--- src/jtp_regs.svh ---
// Purpose: Constants for the jitter test pattern generator
// Assumes: Included by its bare name wherever these values are needed
// Notes: Code-groups are 10 bits, bit 9 is the first bit on the line
`ifndef JTP_REGS_SVH
`define JTP_REGS_SVH

// ----------------------------------------------------------------
// Frame layout of the long random pattern
// ----------------------------------------------------------------
`define JTP_PRE_LEN 11'h008
`define JTP_PAY_LEN 11'h5E8
`define JTP_CRC_LEN 11'h004
`define JTP_IPG_LEN 11'h00C
`define JTP_SEQ_LEN 4'hC
`define JTP_SEQ_REPS 8'h7E
`define JTP_PRE_OCTET 8'h55
`define JTP_SFD_OCTET 8'hD5
`define JTP_IDLE_OCTET 8'h00
`define JTP_CRC0 8'h94
`define JTP_CRC1 8'hD2
`define JTP_CRC2 8'h54
`define JTP_CRC3 8'hAC

// ----------------------------------------------------------------
// Code-groups per running disparity (neg / pos)
// ----------------------------------------------------------------
`define JTP_K28_7_NEG 10'h0F8
`define JTP_K28_7_POS 10'h307
`define JTP_K28_5_NEG 10'h0FA
`define JTP_K28_5_POS 10'h305
`define JTP_D21_5 10'h2AA

// ----------------------------------------------------------------
// Reset value and FIFO depth
// ----------------------------------------------------------------
`define JTP_RST_ERR_COUNT 16'h0000
`define JTP_FIFO_DEPTH 8
`endif

--- src/jtp_pkg.sv ---
// Purpose: Types shared by the jitter test pattern generator
// Assumes: Nothing beyond the constants header
// Notes: The word carries either a code-group or a GMII octet
package jtp_pkg;

  typedef enum logic [1:0] {
    JTP_MODE_HIGH = 2'b00,
    JTP_MODE_LOW = 2'b01,
    JTP_MODE_MIXED = 2'b10,
    JTP_MODE_LONG = 2'b11
  } jtp_mode_t;

  // Gray coded along the usual packet path
  typedef enum logic [1:0] {
    JTP_ST_PRE = 2'b00,
    JTP_ST_PAY = 2'b01,
    JTP_ST_CRC = 2'b11,
    JTP_ST_IPG = 2'b10
  } jtp_state_t;

  typedef struct packed {
    logic is_cg;
    logic tx_en;
    logic tx_er;
    logic [7:0] octet;
    logic [9:0] code_group;
  } jtp_word_t;

endpackage : jtp_pkg

--- src/jtp_fifo.sv ---
// Purpose: Small synchronous FIFO between pattern source and output stage
// Assumes: One clock, asynchronous active-low reset
// Notes: Read data is combinational from the array head
`timescale 1ns/10ps
module jtp_fifo #(
  parameter int WIDTH = 21,
  parameter int DEPTH = 8
) (
  // Clock and reset
  input wire logic clock,
  input wire logic rst_n,
  // Fill side
  input wire logic in_valid,
  output logic in_ready,
  input wire logic [WIDTH-1:0] in_data,
  // Drain side
  output logic out_valid,
  input wire logic out_ready,
  output logic [WIDTH-1:0] out_data
);
  localparam int AW = (DEPTH > 1) ? $clog2(DEPTH) : 1;

  logic [WIDTH-1:0] mem_q [DEPTH];
  logic [AW-1:0] wr_q;
  logic [AW-1:0] rd_q;
  logic [AW:0] count_q;
  logic push;
  logic pop;

  assign in_ready = (count_q != (AW+1)'(DEPTH));
  assign out_valid = (count_q != '0);
  assign out_data = mem_q[rd_q];
  assign push = in_valid && in_ready;
  assign pop = out_valid && out_ready;

  function automatic logic [AW-1:0] jtp_wrap(input logic [AW-1:0] p);
    jtp_wrap = (p == AW'(DEPTH - 1)) ? '0 : AW'(p + 1'b1);
  endfunction : jtp_wrap

  always_ff @(posedge clock) begin
    if (push) begin
      mem_q[wr_q] <= in_data;
    end
  end

  always_ff @(posedge clock or negedge rst_n) begin
    if (!rst_n) begin
      wr_q <= '0;
      rd_q <= '0;
      count_q <= '0;
    end else begin
      if (push) begin
        wr_q <= jtp_wrap(wr_q);
      end
      if (pop) begin
        rd_q <= jtp_wrap(rd_q);
      end
      if (push && !pop) begin
        count_q <= count_q + 1'b1;
      end else if (pop && !push) begin
        count_q <= count_q - 1'b1;
      end
    end
  end

endmodule : jtp_fifo

--- src/jtp_gen.sv ---
// Purpose: Jitter test pattern generator for a gigabit serial transmitter
// Assumes: Encoder downstream turns GMII octets into code-groups
// Notes: Tone patterns leave as code-groups, the long pattern as octets
//
// What this block does
// RULE_01 - Low mode: five ones, five zeros, repeating
// RULE_02 - Low mode repeats K28.7 with disparity
// RULE_03 - Mixed mode repeats K28.5, disparity alternating
// RULE_04 - High mode repeats D21.5 with disparity
// RULE_05 - Long mode: identical framed packets, minimum gap
// RULE_06 - Packet: 8 preamble, 1512 payload, 4 CRC, 12 gap
// RULE_07 - Preamble seven 55 then D5
// RULE_08 - Payload: twelve-octet sequence repeated 126 times
// RULE_09 - Packet octets given before 8B/10B encoding
// RULE_10 - Patterns built at code-group or frame level
// RULE_11 - Receiver optionally checks pattern, reports errors; the code checks the tone modes only, never the long mode
// RULE_12 - Gap: enable, error low, zero octets
// RULE_13 - CRC octets are precomputed frame check sequence
`timescale 1ns/10ps
`include "jtp_regs.svh"
module jtp_gen import jtp_pkg::*; #(
  parameter logic [10:0] PAY_LEN = `JTP_PAY_LEN,
  parameter int FIFO_DEPTH = `JTP_FIFO_DEPTH
) (
  // Clock and reset
  input wire logic clock,
  input wire logic rst_n,
  // Control
  input wire logic run,
  input wire jtp_mode_t mode,
  // Transmit stream
  output jtp_word_t tx_word_q,
  output logic tx_valid_q,
  input wire logic tx_ready,
  // Receive check
  input wire logic rx_cg_valid,
  input wire logic [9:0] rx_cg,
  output logic [15:0] err_count_q,
  output logic err_seen_q
);

  // ----------------------------------------------------------------
  // Helpers
  // ----------------------------------------------------------------
  function automatic logic [9:0] jtp_cg_pick(input jtp_mode_t m, input logic pos);
    case (m)
      JTP_MODE_LOW: jtp_cg_pick = pos ? `JTP_K28_7_POS : `JTP_K28_7_NEG;
      JTP_MODE_MIXED: jtp_cg_pick = pos ? `JTP_K28_5_POS : `JTP_K28_5_NEG;
      default: jtp_cg_pick = `JTP_D21_5;
    endcase
  endfunction : jtp_cg_pick

  function automatic logic jtp_unbalanced(input logic [9:0] cg);
    logic [3:0] ones;
    ones = '0;
    for (int i = 0; i < 10; i++) begin
      ones = ones + {3'b000, cg[i]};
    end
    jtp_unbalanced = (ones != 4'h5);
  endfunction : jtp_unbalanced

  function automatic logic [7:0] jtp_seq(input logic [3:0] i);
    case (i)
      4'h0: jtp_seq = 8'hBE;
      4'h1: jtp_seq = 8'hD7;
      4'h2: jtp_seq = 8'h23;
      4'h3: jtp_seq = 8'h47;
      4'h4: jtp_seq = 8'h6B;
      4'h5: jtp_seq = 8'h8F;
      4'h6: jtp_seq = 8'hB3;
      4'h7: jtp_seq = 8'h14;
      4'h8: jtp_seq = 8'h5E;
      4'h9: jtp_seq = 8'hFB;
      4'hA: jtp_seq = 8'h35;
      default: jtp_seq = 8'h59;
    endcase
  endfunction : jtp_seq

  function automatic logic [7:0] jtp_crc(input logic [1:0] i);
    case (i)
      2'd0: jtp_crc = `JTP_CRC0;
      2'd1: jtp_crc = `JTP_CRC1;
      2'd2: jtp_crc = `JTP_CRC2;
      default: jtp_crc = `JTP_CRC3;
    endcase
  endfunction : jtp_crc

  // ----------------------------------------------------------------
  // Pattern source
  // ----------------------------------------------------------------
  jtp_mode_t mode_q;
  jtp_state_t state_q;
  logic run_q;
  logic rd_pos_q;
  logic [10:0] idx_q;
  logic [3:0] seq_q;
  jtp_word_t gen_word;
  logic gen_ready;
  logic take;
  logic last;

  assign take = run_q && gen_ready;

  always_comb begin
    gen_word = '0;
    last = 1'b0;
    if (mode_q != JTP_MODE_LONG) begin
      gen_word.is_cg = 1'b1; // [RULE_10]
      gen_word.code_group = jtp_cg_pick(mode_q, rd_pos_q); // [RULE_01] [RULE_02] [RULE_03] [RULE_04]
    end else begin
      // Octets only; the downstream encoder wraps delimiters and codes them [RULE_09]
      case (state_q)
        JTP_ST_PRE: begin
          gen_word.tx_en = 1'b1;
          gen_word.octet = (idx_q == `JTP_PRE_LEN - 1'b1) ? `JTP_SFD_OCTET
                                                          : `JTP_PRE_OCTET; // [RULE_07]
          last = (idx_q == `JTP_PRE_LEN - 1'b1);
        end
        JTP_ST_PAY: begin
          gen_word.tx_en = 1'b1;
          gen_word.octet = jtp_seq(seq_q); // [RULE_08]
          last = (idx_q == PAY_LEN - 1'b1);
        end
        JTP_ST_CRC: begin
          gen_word.tx_en = 1'b1;
          gen_word.octet = jtp_crc(idx_q[1:0]); // [RULE_13]
          last = (idx_q == `JTP_CRC_LEN - 1'b1);
        end
        default: begin
          gen_word.octet = `JTP_IDLE_OCTET; // [RULE_12]
          last = (idx_q == `JTP_IPG_LEN - 1'b1);
        end
      endcase
    end
  end

  // Mode is only taken while stopped, so a pattern never changes mid-stream
  always_ff @(posedge clock or negedge rst_n) begin
    if (!rst_n) begin
      run_q <= 1'b0;
      mode_q <= JTP_MODE_HIGH;
    end else begin
      run_q <= run;
      if (!run_q) begin
        mode_q <= mode;
      end
    end
  end

  always_ff @(posedge clock or negedge rst_n) begin
    if (!rst_n) begin
      rd_pos_q <= 1'b0;
    end else if (!run_q) begin
      rd_pos_q <= 1'b0;
    end else if (take && gen_word.is_cg && jtp_unbalanced(gen_word.code_group)) begin
      rd_pos_q <= !rd_pos_q; // [RULE_03]
    end
  end

  // Packet sequencer: preamble, payload, CRC, gap, and round again [RULE_05] [RULE_06]
  always_ff @(posedge clock or negedge rst_n) begin
    if (!rst_n) begin
      state_q <= JTP_ST_PRE;
      idx_q <= '0;
      seq_q <= '0;
    end else if (!run_q) begin
      state_q <= JTP_ST_PRE;
      idx_q <= '0;
      seq_q <= '0;
    end else if (take && mode_q == JTP_MODE_LONG) begin
      idx_q <= last ? 11'h000 : idx_q + 1'b1;
      if (state_q == JTP_ST_PAY) begin
        seq_q <= (seq_q == `JTP_SEQ_LEN - 1'b1) ? 4'h0 : seq_q + 1'b1;
      end
      if (last) begin
        seq_q <= '0;
        case (state_q)
          JTP_ST_PRE: state_q <= JTP_ST_PAY;
          JTP_ST_PAY: state_q <= JTP_ST_CRC;
          JTP_ST_CRC: state_q <= JTP_ST_IPG;
          default: state_q <= JTP_ST_PRE;
        endcase
      end
    end
  end

  // ----------------------------------------------------------------
  // Buffer and output stage
  // ----------------------------------------------------------------
  logic fifo_valid;
  jtp_word_t fifo_word;
  logic fifo_pop;

  assign fifo_pop = fifo_valid && (!tx_valid_q || tx_ready);

  jtp_fifo #(
    .WIDTH($bits(jtp_word_t)),
    .DEPTH(FIFO_DEPTH)
  ) u_fifo (
    .clock(clock),
    .rst_n(rst_n),
    .in_valid(run_q),
    .in_ready(gen_ready),
    .in_data(gen_word),
    .out_valid(fifo_valid),
    .out_ready(fifo_pop),
    .out_data(fifo_word)
  );

  always_ff @(posedge clock or negedge rst_n) begin
    if (!rst_n) begin
      tx_valid_q <= 1'b0;
      tx_word_q <= '0;
    end else if (!tx_valid_q || tx_ready) begin
      tx_valid_q <= fifo_valid;
      if (fifo_valid) begin
        tx_word_q <= fifo_word;
      end
    end
  end

  // ----------------------------------------------------------------
  // Receive check
  // ----------------------------------------------------------------
  // Either disparity form is accepted; a slip shows as an illegal group
  logic rx_bad;
  assign rx_bad = rx_cg_valid && run_q && (mode_q != JTP_MODE_LONG) &&
                  (rx_cg != jtp_cg_pick(mode_q, 1'b0)) &&
                  (rx_cg != jtp_cg_pick(mode_q, 1'b1));

  always_ff @(posedge clock or negedge rst_n) begin
    if (!rst_n) begin
      err_count_q <= `JTP_RST_ERR_COUNT;
      err_seen_q <= 1'b0;
    end else if (rx_bad) begin
      err_seen_q <= 1'b1; // [RULE_11]
      if (err_count_q != 16'hFFFF) begin
        err_count_q <= err_count_q + 1'b1;
      end
    end
  end
endmodule : jtp_gen

--- config.mk ---
export PLATFORM = sky130hd
export DESIGN_NAME = jtp_gen
export DESIGN_NICKNAME = d
export VERILOG_FILES = /design/src/jtp_pkg.sv /design/src/jtp_fifo.sv /design/src/jtp_gen.sv
export VERILOG_INCLUDE_DIRS = /design/src
export SDC_FILE = /design/constraint.sdc
export NUM_CORES = 1
export LEC_CHECK = 0
export CORE_ASPECT_RATIO = 0.8
export CORE_UTILIZATION = 45
export DETAILED_ROUTE_END_ITERATION = 8
export DONT_BUFFER_PORTS = 1
export GPL_TIMING_DRIVEN = 0
export HOLD_SLACK_MARGIN = 0.1
export PLACE_DENSITY = 0.68
export SLEW_MARGIN = 20
export SYNTH_ARGS = -nofsm -noshare
export SYNTH_HDL_FRONTEND = slang
export SYNTH_SLANG_ARGS = --single-unit
export TNS_END_PERCENT = 10
--- constraint.sdc ---
create_clock -name clock -period 2.65 [get_ports clock]
set_input_delay 0.3975 -clock clock [delete_from_list [all_inputs] [get_ports clock]]
set_output_delay 0.3975 -clock clock [all_outputs]
set_load 0.005 [all_outputs]
==> results of run 1 <==
[logic make-up after synthesis]
family                   count (synthesis)  share of synthesized area
multiplexers                            53                      0.110
other                                    1                   0.000450
AO/OA/AOI/OAI                           78                     0.0584
flip-flops                             184                      0.625
buffers and inverters                   53                     0.0300
AND/OR/NAND/NOR                        162                      0.103
adder cells (fa/ha/maj)                 27                     0.0424
XOR/XNOR                                29                     0.0305
[stage by stage]
step / util / TNS (ns) / power, mW
final: 0.530 / -0.00338 / 9.27
after CTS: 0.530 / 0 / 9.34
after global routing: 0.530 / -0.275 / 9.79
after floorplan: - / -0.138 / 5.94
after detailed placement: 0.486 / -3.29 / 6.76
after global placement: 0.476 / -81.22 / 6.51
[per-layer routing]
metal	wire, um	vias to the layer above	track usage
met5	0	-	0
met4	273	0	0.0650
met3	943	28	0.0505
met2	8280	137	0.327
met1	7710	2529	0.257
li1	-	2264	-
[layout by cell type, fill, tap and decap left out, types with 5 or more instances in the layout]
master,n
nand2b_1,5
clkbuf_1,14
mux4_2,30
ha_1,22
nand2_1,25
nand4_1,6
dfrtp_1,61
buf_6,10
nand3_1,14
and3_1,6
edfxtp_1,120
nor2_1,59
nor3_2,5
buf_2,7
mux2_2,7
a21o_1,5
a21oi_1,32
mux2i_1,15
xnor2_1,22
xor2_1,7
nor3_1,8
clkbuf_16,17
buf_4,19
inv_1,19
o21ai_0,15
nand3_2,7
dlygate4sd3_1,5
[cell type report]
| cell class | count | area, sq um |
|---|---|---|
| Clock inverter | 11 | 113 |
| Sequential cell | 184 | 5210 |
| Multi-Input combinational cell | 350 | 3010 |
| Timing Repair Buffer | 27 | 273 |
| Tap cell | 230 | 288 |
| Fill cell | 1472 | 8510 |
| Buffer | 31 | 179 |
| Inverter | 22 | 82.6 |
| Clock buffer | 21 | 450 |
[worst max-delay path, cell delays in order (launching register included)]
cell      delay, ns
dfrtp_2        0.47
inv_2          0.10
ha_4           0.13
o21ai_2        0.08
nor3_4         0.21
inv_1          0.07
fa_1           0.49
inv_1          0.04
ha_1           0.18
xor2_1         0.15
xnor2_1        0.14
a211oi_2       0.23
xor2_1         0.08
and2_1         0.16
[flip-flops by register name, summed over array words and instances, names as in the netlist]
signal / cells
state_q: 2
tx_valid_q: 1
u_fifo.mem_q: 120
idx_q: 11
u_fifo.rd_q: 3
u_fifo.wr_q: 3
u_fifo.count_q: 4
err_seen_q: 1
run_q: 1
mode_q: 2
rd_pos_q: 1
seq_q: 4
tx_word_q: 15
err_count_q: 16
[how the worst min path moves through the flow]
stage                            from              to  slack [ns]  cells after the start
final                     rx_cg_valid      err_seen_q        0.30                      2
after global routing      rx_cg_valid      err_seen_q        0.29                      2
after CTS                 rx_cg_valid      err_seen_q        0.27                      2
after detailed placement        rst_n   tx_word_q[16]        0.10                      0
after global placement          rst_n   tx_word_q[15]        0.10                      0
after floorplan                 rst_n  err_count_q[0]        0.10                      0
[power breakdown]
| group | total, mW | internal [mW] | switching (mW) |
|---|---|---|---|
| Clock | 2.44 | 1.34 | 1.10 |
| Combinational | 2.74 | 1.28 | 1.45 |
| Sequential | 4.10 | 3.68 | 0.418 |
[repair_timing]
action | CTS | global route
buffers inserted | 8 | 0
resized for setup | 25 | 2
hold buffers | 6 | 0
setup endpoints to repair | 26 | 10
pin swaps | 5 | 0
hold endpoints to repair | 68 | 0
==> summary.md, run 1 <==
| Metric | Value |
|---|---|
| Crit path from | `mode_q[1]` |
| RD Place Congestion | `0.823` |
| Syn avg cell area | `14.2 sq um` |
| Power per cell area | `966 nW/um^2` |
| R2r setup slk | `-0.003 ns` |
| Area after DPL | `8800 sq um` |
| Reg-to-Reg Start | `mode_q[1]` |
| Share of cells above drive strength 1 | `0.232` |
| Syn_nets | `631` |
| Worst slew pin tran | `0.881 ns` |
| Max H-tree Level | `4` |
| Rows | `44` |
| Failing checks | `setup timing` |
| HP Class | `in -> reg` |
| PortBufs | `0` |
| Synth Flop Type | `edfxtp_1` |
| Max_cap viols | `0` |
| Crit path to | `rd_pos_q` |
| Max clock buf depth | `2` |
| Setup CP Type | `reg -> reg` |
| Placed Instances | `830` |
| Final Max Slew Viols | `0` |
| Highest clock rate | `377 MHz` |
| First-iteration detailed-routing DRC count | `360` |
| Distinct cells, synth | `62` |
| Core box area | `18100 sq um` |
| Worst Path Max Fanout | `5` |
| Worst Setup End Kind | `register` |
| Vias per cell | `5.66` |
| Area leader, netlist | `edfxtp_1` |
| CTS clk-pin slew, worst paths | `0.07 ns` |
| Setup ws final | `-0.00338 ns` |
| Leak Pwr | `3.53 nW` |
| Clock latency on the worst-skew pair | `0.44 ns` |
| CTS tree | `done` |
| Vias in the first global route | `5171` |
| Initial core utilization | `0.460` |
| Yosys top cell area share | `0.433` |
| Total global routing overflow | `0` |
| First-pass GRT wire length | `27800 um` |
| Setup violations, final | `1` |
| Crit share post-route | `1.00` |
| Synth Warn # | `0` |
| Skew final | `0.0107 ns` |
| Worst path required time | `2.98 ns` |
| Vias | `4958` |
| Max_slew headroom | `0.412` |
| Synth top area cells | `edfxtp_1, dfrtp_1, mux4_2` |
| Part of the Yosys area used for sequential elements | `0.625` |
| Peak supply drop | `0.506 mV` |
| Area growth, synth to finish | `15.3%` |
| Syn Inst Count | `587` |
| Largest net degree at the start of global routing | `65` |
| Unrepaired setup endpoints after global routing | `true` |
| DR DRC count | `0` |
| Num CTS Buffers | `17` |
| CTS Sinks | `184` |
| Die Span Y | `124 um` |
| #FFs+latches synth | `184` |
| CTS root buffer | `clkbuf_16` |
| # IOs | `56` |
| Reg-to-Reg End | `rd_pos_q` |
| WP data arrival | `2.98 ns` |
| Tot GR Track Use | `0.198` |
| Routed WL per cell | `19.6 um` |
| Period minus WS final | `2.65 ns` |
| Nets | `677` |
| Die width | `154 um` |
| Final Hold Fails | `0` |
| Post-synth EDFFs | `120` |
| Startpoint Class | `register` |
| Die area | `19100 sq um` |
| Status | `finished, violations left` |
| Detail Route Antenna Nets | `0` |
| WL final | `17200 um` |
| Post-Layout Inst Area | `9600 sq um` |
| Post-synthesis cell area | `8330 sq um` |
| Most common cell in the netlist | `edfxtp_1` |
| Antenna violations before repair | `0` |
| Depth of the worst register-to-register path | `13` |
| # diodes | `0` |
| Most frequent cells after synthesis | `edfxtp_1, dfrtp_1, nor2_1` |
| DR pass1 iterations | `6` |
| Final hold slack | `0.300 ns` |
| Dpl ws | `-0.546 ns` |
| Post-DP HPWL | `11900 um` |
| Asr flop ratio synth | `0.348` |
| Post-Layout Cell Count | `876` |
No activity file was read; power rests on OpenSTA's default activity.
==> run 2, diff against run 1 <==
--- a/config.mk
+++ b/config.mk
@@ -7,12 +7,12 @@
 export NUM_CORES = 1
 export LEC_CHECK = 0
 export CORE_ASPECT_RATIO = 0.8
-export CORE_UTILIZATION = 45
+export CORE_UTILIZATION = 50
 export DETAILED_ROUTE_END_ITERATION = 8
 export DONT_BUFFER_PORTS = 1
 export GPL_TIMING_DRIVEN = 0
 export HOLD_SLACK_MARGIN = 0.1
-export PLACE_DENSITY = 0.68
+export PLACE_DENSITY = 0.74
 export SLEW_MARGIN = 20
 export SYNTH_ARGS = -nofsm -noshare
 export SYNTH_HDL_FRONTEND = slang
==> constraint.sdc (replaced) <==
create_clock -name clock -period 2.65 [get_ports clock]
set_input_delay 0 -clock clock [delete_from_list [all_inputs] [get_ports clock]]
set_output_delay 0 -clock clock [all_outputs]
set_load 0.005 [all_outputs]
==> run 2 against run 1 <==
Compared with the run above:
- clock-buffer cell count increased by 2
- largest cell class unchanged
- utilization increased by 7.3 points
- register-to-register slack about the same
- hold slack got worse by 0.20 ns
- final cell count decreased by 1.4%
- the flow now finishes without violations
==> summary.md, run 2 (synthesized netlist as in run 1, its figures left out) <==
| Metric | Value |
|---|---|
| Setup tns final | `0 ns (was -0.00338 ns)` |
| Biggest regs | `u_fifo.mem_q x120, err_count_q x16, tx_word_q x15 (unchanged)` |
| Vias per cell | `5.78 (was 5.66)` |
| Vias | `4997 (was 4958)` |
| R2r setup slk | `0.004 ns (was -0.003 ns)` |
| Unrepaired setup endpoints after global routing | `true (unchanged)` |
| Routed WL per cell | `20.1 um (was 19.6 um)` |
| Internal power | `6.38 mW (was 6.30 mW)` |
| Most common cell after layout, fill and taps aside | `edfxtp_1 (unchanged)` |
| Final Hold Fails | `0 (unchanged)` |
| Max H-tree Level | `4 (unchanged)` |
| Peak supply drop | `0.515 mV (was 0.506 mV)` |
| Setup violations, final | `0 (was 1)` |
| Leak Pwr | `3.55 nW (was 3.53 nW)` |
| Clock latency on the worst-skew pair | `0.43 ns (was 0.44 ns)` |
| Sequential share of power | `0.441 (was 0.442)` |
| Startpoint Class | `register (unchanged)` |
| Setup CP Type | `reg -> reg (unchanged)` |
| Largest Register | `u_fifo.mem_q (unchanged)` |
| Die Span Y | `117 um (was 124 um)` |
| CTS Sinks | `184 (unchanged)` |
| Post-DP HPWL | `11700 um (was 11900 um)` |
| Final Max Slew Viols | `0 (unchanged)` |
| Tot Pwr | `9.32 mW (was 9.27 mW)` |
| WL final | `17300 um (was 17200 um)` |
| CTS root buffer | `clkbuf_16 (unchanged)` |
| Tot GR Track Use | `0.215 (was 0.198)` |
| Share of cells above drive strength 1 | `0.234 (was 0.232)` |
| Worst Path Max Fanout | `17 (was 5)` |
| Register area | `5210 sq um (about the same)` |
| First-pass GRT wire length | `27800 um (about the same)` |
| Clk pwr share | `0.263 (about the same)` |
| Max clock buf depth | `2 (unchanged)` |
| Status | `completed (was finished, violations left)` |
| Detail Route Antenna Nets | `0 (unchanged)` |
| Multi-input logic area | `3040 sq um (was 3010 sq um)` |
| Vias in the first global route | `5099 (was 5171)` |
| # IOs | `56 (unchanged)` |
| Die area | `17200 sq um (was 19100 sq um)` |
| Period minus WS final | `2.65 ns (about the same)` |
| WP data arrival | `2.96 ns (was 2.98 ns)` |
| Highest clock rate | `378 MHz (was 377 MHz)` |
| Power per cell area | `966 nW/um^2 (about the same)` |
| Initial core utilization | `0.520 (was 0.460)` |
| Num CTS Buffers | `17 (unchanged)` |
| Antenna violations before repair | `0 (unchanged)` |
| Sw Ratio | `0.316 (was 0.320)` |
| Max_cap viols | `0 (unchanged)` |
| CTS tree | `done (unchanged)` |
| Reg-to-Reg Start | `mode_q[1] (unchanged)` |
| Total global routing overflow | `0 (unchanged)` |
| Max reg flops | `120 (unchanged)` |
| Crit path from | `mode_q[1] (unchanged)` |
| Core box area | `16000 sq um (was 18100 sq um)` |
| Skew final | `0.0102 ns (was 0.0107 ns)` |
| DR pass1 iterations | `5 (was 6)` |
| Die width | `146 um (was 154 um)` |
| Worst path required time | `2.96 ns (was 2.98 ns)` |
| PortBufs | `0 (unchanged)` |
| Rows | `41 (was 44)` |
| Crit share post-route | `0.998 (was 1.00)` |
| Max_slew headroom | `0.414 (was 0.412)` |
| HP Class | `in -> async (was in -> reg)` |
| RD Place Congestion | `0.832 (was 0.823)` |
| Worst Setup End Kind | `register (unchanged)` |
| Largest net degree at the start of global routing | `65 (unchanged)` |
| Worst slew pin tran | `0.879 ns (was 0.881 ns)` |
| DR DRC count | `0 (unchanged)` |
| Filler instances | `1221 (was 1472)` |
| Most frequent cells in the layout | `edfxtp_1, dfrtp_1, nor2_1 (unchanged)` |
| # diodes | `0 (unchanged)` |
| First-iteration detailed-routing DRC count | `451 (was 360)` |
| Sw power | `2.95 mW (was 2.97 mW)` |
| Combinational power share | `0.296 (was 0.295)` |
| Area growth, synth to finish | `15.9% (was 15.3%)` |
| Nets | `680 (was 677)` |
| CTS clk-pin slew, worst paths | `0.07 ns (about the same)` |
-- run 2: cell types whose count changed in the layout (fill, tap and decap cells not counted), sizes merged --
cell	change
clkbuf	+1
inv	-1
clkinvlp	-3
buf	-2
dlygate4sd3	+6
bufinv	+1
clkinv	+1
-- run 2: path summary, 6_finish.rpt --
kind | cells past startpoint | to
max | 12 | rd_pos_q
min | 2 | tx_word_q[14]
max reg2reg | 12 | rd_pos_q
min reg2reg | 1 | err_seen_q
max in group asynchronous | 2 | mode_q[1]
min in group clock | 4 | err_count_q[5]
-- run 2: worst max-delay path: stages (launching register included) --
cell and delay, ns:
dfrtp_2 0.47, ha_4 0.22, inv_2 0.09, buf_12 0.15, nand2_2 0.08, fa_1 0.50, inv_1 0.05, ha_2 0.17
xor2_1 0.16, xnor2_1 0.13, a211oi_2 0.26, xor2_1 0.08, and2_1 0.16
-- run 2: what timing repair did --
action / CTS / global route
gates cloned: 0 / 0
hold endpoints to repair: 88 / 0
setup endpoints to repair: 15 / 12
hold buffers: 12 / 0
gates resized for setup: 23 / 15
pin swaps: 5 / 9
setup buffers: 4 / 5
-- run 2: power by group through the flow --
stage / Sequential, mW / Combinational (mW) / Clock (mW)
after floorplan: 4.01 / 1.92 / 0
after global placement: 4.09 / 2.40 / 0
after detailed placement: 4.13 / 2.62 / 0
after CTS: 4.12 / 2.74 / 2.49
after global routing: 4.18 / 3.02 / 2.62
final: 4.11 / 2.76 / 2.45
-- run 2: layer usage --
layer	share of wire	vias up	global-route usage
li1	-	2266	-
met1	0.43	2544	0.284
met2	0.50	160	0.352
met3	0.057	27	0.0541
met4	0.018	0	0.0677
met5	0	-	0
-- run 2: cell type report --
type                    count  area share
plain buffers              30      0.0185
clock buffers              23      0.0464
clock inverters             9      0.0119
inverters                  22     0.00855
multi-input cells         350       0.314
flip-flops and latches    184       0.540
well taps                 215      0.0279
repair buffers             31      0.0325
-- run 2: per-stage QoR --
step	hold slack (ns)	setup WS [ns]	area (sq um)	cells	util
final	0.0952	0.00441	9650	864	0.603
after detailed placement	-0.294	-0.510	8750	812	0.547
after CTS	0.108	-0.00650	9590	860	0.599
after global placement	-0.294	-0.989	8610	802	0.538
after global routing	0.114	-0.119	9650	864	0.603
after floorplan	-0.296	-0.138	8340	587	-
==> run 3, diff against run 2 <==
--- a/config.mk
+++ b/config.mk
@@ -7,12 +7,13 @@
 export NUM_CORES = 1
 export LEC_CHECK = 0
 export CORE_ASPECT_RATIO = 0.8
+export CORE_MARGIN = 1
 export CORE_UTILIZATION = 50
 export DETAILED_ROUTE_END_ITERATION = 8
 export DONT_BUFFER_PORTS = 1
 export GPL_TIMING_DRIVEN = 0
 export HOLD_SLACK_MARGIN = 0.1
-export PLACE_DENSITY = 0.74
+export PLACE_DENSITY_LB_ADDON = 0.2
 export SLEW_MARGIN = 20
 export SYNTH_ARGS = -nofsm -noshare
 export SYNTH_HDL_FRONTEND = slang
==> run 3 against run 2 <==
Compared with the run above:
- the flow now finishes with violations (setup timing)
- cell area rose by 0.76%
- largest power group unchanged
- power rose by 2.2%
- clock-buffer cell count fell by 4
- clock skew rose by 0.0015 ns
- global-route usage rose by 0.080 points
- maximum frequency fell by 1.7%
- sequential share of layout area fell by 0.42 points
- routed wire length fell by 0.49%
- flip-flop and latch count did not move
- via count fell by 1.0%
- non-clock buffer count rose by 3
- worst setup slack got worse by 0.047 ns
==> summary.md, run 3 (synthesized netlist as in run 1, its figures left out) <==
| Metric | Value |
|---|---|
| Skew final | `0.0117 ns (was 0.0102 ns)` |
| Setup CP Type | `reg -> reg (unchanged)` |
| Leak Pwr | `3.59 nW (was 3.55 nW)` |
| M1 WL | `8070 um (was 7390 um)` |
| Sw power | `2.96 mW (was 2.95 mW)` |
| Dpl ws | `-0.517 ns (was -0.510 ns)` |
| Max_slew headroom | `0.384 (was 0.414)` |
| Total global routing overflow | `0 (unchanged)` |
| Placed Instances | `813 (was 812)` |
| Most common cell after layout, fill and taps aside | `edfxtp_1 (unchanged)` |
| RD Place Congestion | `0.838 (was 0.832)` |
| Worst Path Buf+Inv | `2 (was 3)` |
| Sw Ratio | `0.311 (was 0.316)` |
| Core box area | `16000 sq um (unchanged)` |
| WP data arrival | `3.05 ns (was 2.96 ns)` |
| DR DRC count | `0 (unchanged)` |
| Final Hold Fails | `0 (unchanged)` |
| Met2 WL | `8220 um (was 8640 um)` |
| Antenna violations before repair | `0 (unchanged)` |
| Clk pwr share | `0.281 (was 0.263)` |
| DR pass1 iterations | `4 (was 5)` |
| CTS tree | `done (unchanged)` |
| Depth of the worst register-to-register path | `9 (was 12)` |
| Top routing layer used | `met4 (unchanged)` |
| WL final | `17200 um (was 17300 um)` |
| Die Span Y | `117 um (unchanged)` |
| Vias in the first global route | `5097 (was 5099)` |
| Largest net degree at the start of global routing | `65 (unchanged)` |
| Combinational power share | `0.288 (was 0.296)` |
| CTS root buffer | `clkbuf_16 (unchanged)` |
| Most frequent cells in the layout | `edfxtp_1, dfrtp_1, nor2_1 (unchanged)` |
| Detail Route Antenna Nets | `0 (unchanged)` |
| Vias | `4946 (was 4997)` |
| Filler instances | `1195 (was 1221)` |
| # diodes | `0 (unchanged)` |
| Share of cells above drive strength 1 | `0.230 (was 0.234)` |
| First-pass GRT wire length | `28100 um (was 27800 um)` |
| Max reg flops | `120 (unchanged)` |
| Die width | `146 um (unchanged)` |
| Nets | `683 (was 680)` |
| Final hold slack | `0.122 ns (was 0.0952 ns)` |
| Worst Hold Path Cells | `1` |
| Max clock buf depth | `2 (unchanged)` |
| PortBufs | `0 (unchanged)` |
| Max H-tree Level | `4 (unchanged)` |
| Peak supply drop | `0.479 mV (was 0.515 mV)` |
| Tot GR Track Use | `0.216 (was 0.215)` |
| Unrepaired setup endpoints after global routing | `true (unchanged)` |
| Final Max Slew Viols | `0 (unchanged)` |
| Worst Path Max Fanout | `8 (was 17)` |
| Worst path required time | `3.01 ns (was 2.96 ns)` |
| Area growth, synth to finish | `16.8% (was 15.9%)` |
| CTS clk-pin slew, worst paths | `0.06 ns (was 0.07 ns)` |
| Vias per cell | `5.70 (was 5.78)` |
| HP Class | `in -> reg (was in -> async)` |
| Routed WL per cell | `19.9 um (was 20.1 um)` |
| Startpoint Class | `register (unchanged)` |
| Status | `finished, violations left (was completed)` |
| Biggest regs | `u_fifo.mem_q x120, err_count_q x16, tx_word_q x15 (unchanged)` |
| Highest clock rate | `371 MHz (was 378 MHz)` |
| Setup ws final | `-0.0427 ns (was 0.00441 ns)` |
| Post-DP HPWL | `11600 um (was 11700 um)` |
| Clock latency on the worst-skew pair | `0.43 ns (about the same)` |
| Max_cap viols | `0 (unchanged)` |
| Largest Register | `u_fifo.mem_q (unchanged)` |
| CTS Sinks | `184 (unchanged)` |
| Setup violations, final | `2 (was 0)` |
| Crit share post-route | `1.02 (was 0.998)` |
| Critical Path Stages | `9 (was 12)` |
| # IOs | `56 (unchanged)` |
| Num CTS Buffers | `17 (unchanged)` |
| Failing checks | `setup timing` |
| Period minus WS final | `2.69 ns (was 2.65 ns)` |
| Sequential share of power | `0.431 (was 0.441)` |
| Largest delay contributor family on the critical path | `compound AO/OA/AOI/OAI gates (was adder cells)` |
| Rows | `41 (unchanged)` |
| Worst Setup End Kind | `register (unchanged)` |
| Die area | `17200 sq um (unchanged)` |
| Cell Chain, Critical Path | `inv_2, ha_4, xor2_1, a41oi_1, o31ai_1, o211ai_2, and3_1, dlygate4sd3_1, a21oi_1 (was ha_4, inv_2, buf_12, nand2_2, fa_1, inv_1, ha_2, xor2_1, xnor2_1, a211oi_2, xor2_1, and2_1)` |
| Post-Layout Cell Count | `867 (was 864)` |
| Internal power | `6.56 mW (was 6.38 mW)` |
| Wire length on met3 | `769 um (was 994 um)` |
| Slowest-stage cell, CP | `dlygate4sd3_1 (was fa_1)` |
| Power per cell area | `979 nW/um^2 (was 966 nW/um^2)` |
| CP peak stage delay | `0.55 ns (was 0.50 ns)` |
| First-iteration detailed-routing DRC count | `411 (was 451)` |
| R2r setup slk | `-0.04 ns (was 0.004 ns)` |
| Worst slew pin tran | `0.916 ns (was 0.879 ns)` |
| Initial core utilization | `0.520 (unchanged)` |
-- run 3: area by class of cell --
type	count	area, sq um	area share
sequential	184	5210	0.536
multi-input combinational	350	3020	0.311
clock buffer	19	433	0.0445
timing repair buffer	33	340	0.0350
tap	215	269	0.0277
clock inverter	13	191	0.0197
buffer	31	181	0.0187
inverter	22	82.6	0.00849
-- run 3: final timing paths --
path                       startpoint               to
min reg2reg                err_seen_q       err_seen_q
max in group asynchronous       rst_n        mode_q[0]
min                               run            run_q
max                         mode_q[0]  err_count_q[12]
max reg2reg                 mode_q[0]  err_count_q[12]
min in group asynchronous       rst_n    tx_word_q[11]
-- run 3: worst register-to-register path: stages (launching register included) --
cell and delay (ns):
dfrtp_2 0.47, inv_2 0.10, ha_4 0.15, xor2_1 0.25, a41oi_1 0.15, o31ai_1 0.28
o211ai_2 0.30, and3_1 0.24, dlygate4sd3_1 0.55, a21oi_1 0.14
-- run 3: what timing repair did --
item | in CTS | in global routing
buffers inserted | 8 | 0
hold buffers | 14 | 0
hold endpoints to repair | 89 | 0
endpoints found under the setup margin | 38 | 13
pin swaps | 6 | 1
gates resized for setup | 29 | 2
gates cloned | 0 | 0
-- run 3: power by group through the flow --
| stage | Combinational, mW | Clock [mW] | Sequential, mW |
|---|---|---|---|
| 2_1_floorplan | 1.92 | 0 | 4.01 |
| 3_3_place_gp | 2.44 | 0 | 4.09 |
| 3_5_place_dp | 2.62 | 0 | 4.13 |
| 4_1_cts | 2.77 | 2.71 | 4.11 |
| 5_1_grt | 3.02 | 2.83 | 4.17 |
| 6_report | 2.74 | 2.67 | 4.11 |
-- run 3: metal layers --
| layer | vias up | GRT usage |
|---|---|---|
| met1 | 2519 | 0.312 |
| met5 | - | 0 |
| met2 | 116 | 0.327 |
| met4 | 0 | 0.0632 |
| met3 | 21 | 0.0510 |
| li1 | 2290 | - |
-- run 3: per-stage QoR --
stage | utilization | total power, mW | area [sq um] | TNS, ns
2_1_floorplan | - | 5.94 | 8340 | -0.138
3_3_place_gp | 0.538 | 6.53 | 8610 | -75.48
3_5_place_dp | 0.548 | 6.75 | 8770 | -3.32
4_1_cts | 0.608 | 9.59 | 9720 | 0
5_1_grt | 0.608 | 10.0 | 9730 | -0.599
6_report | 0.608 | 9.52 | 9730 | -0.0711
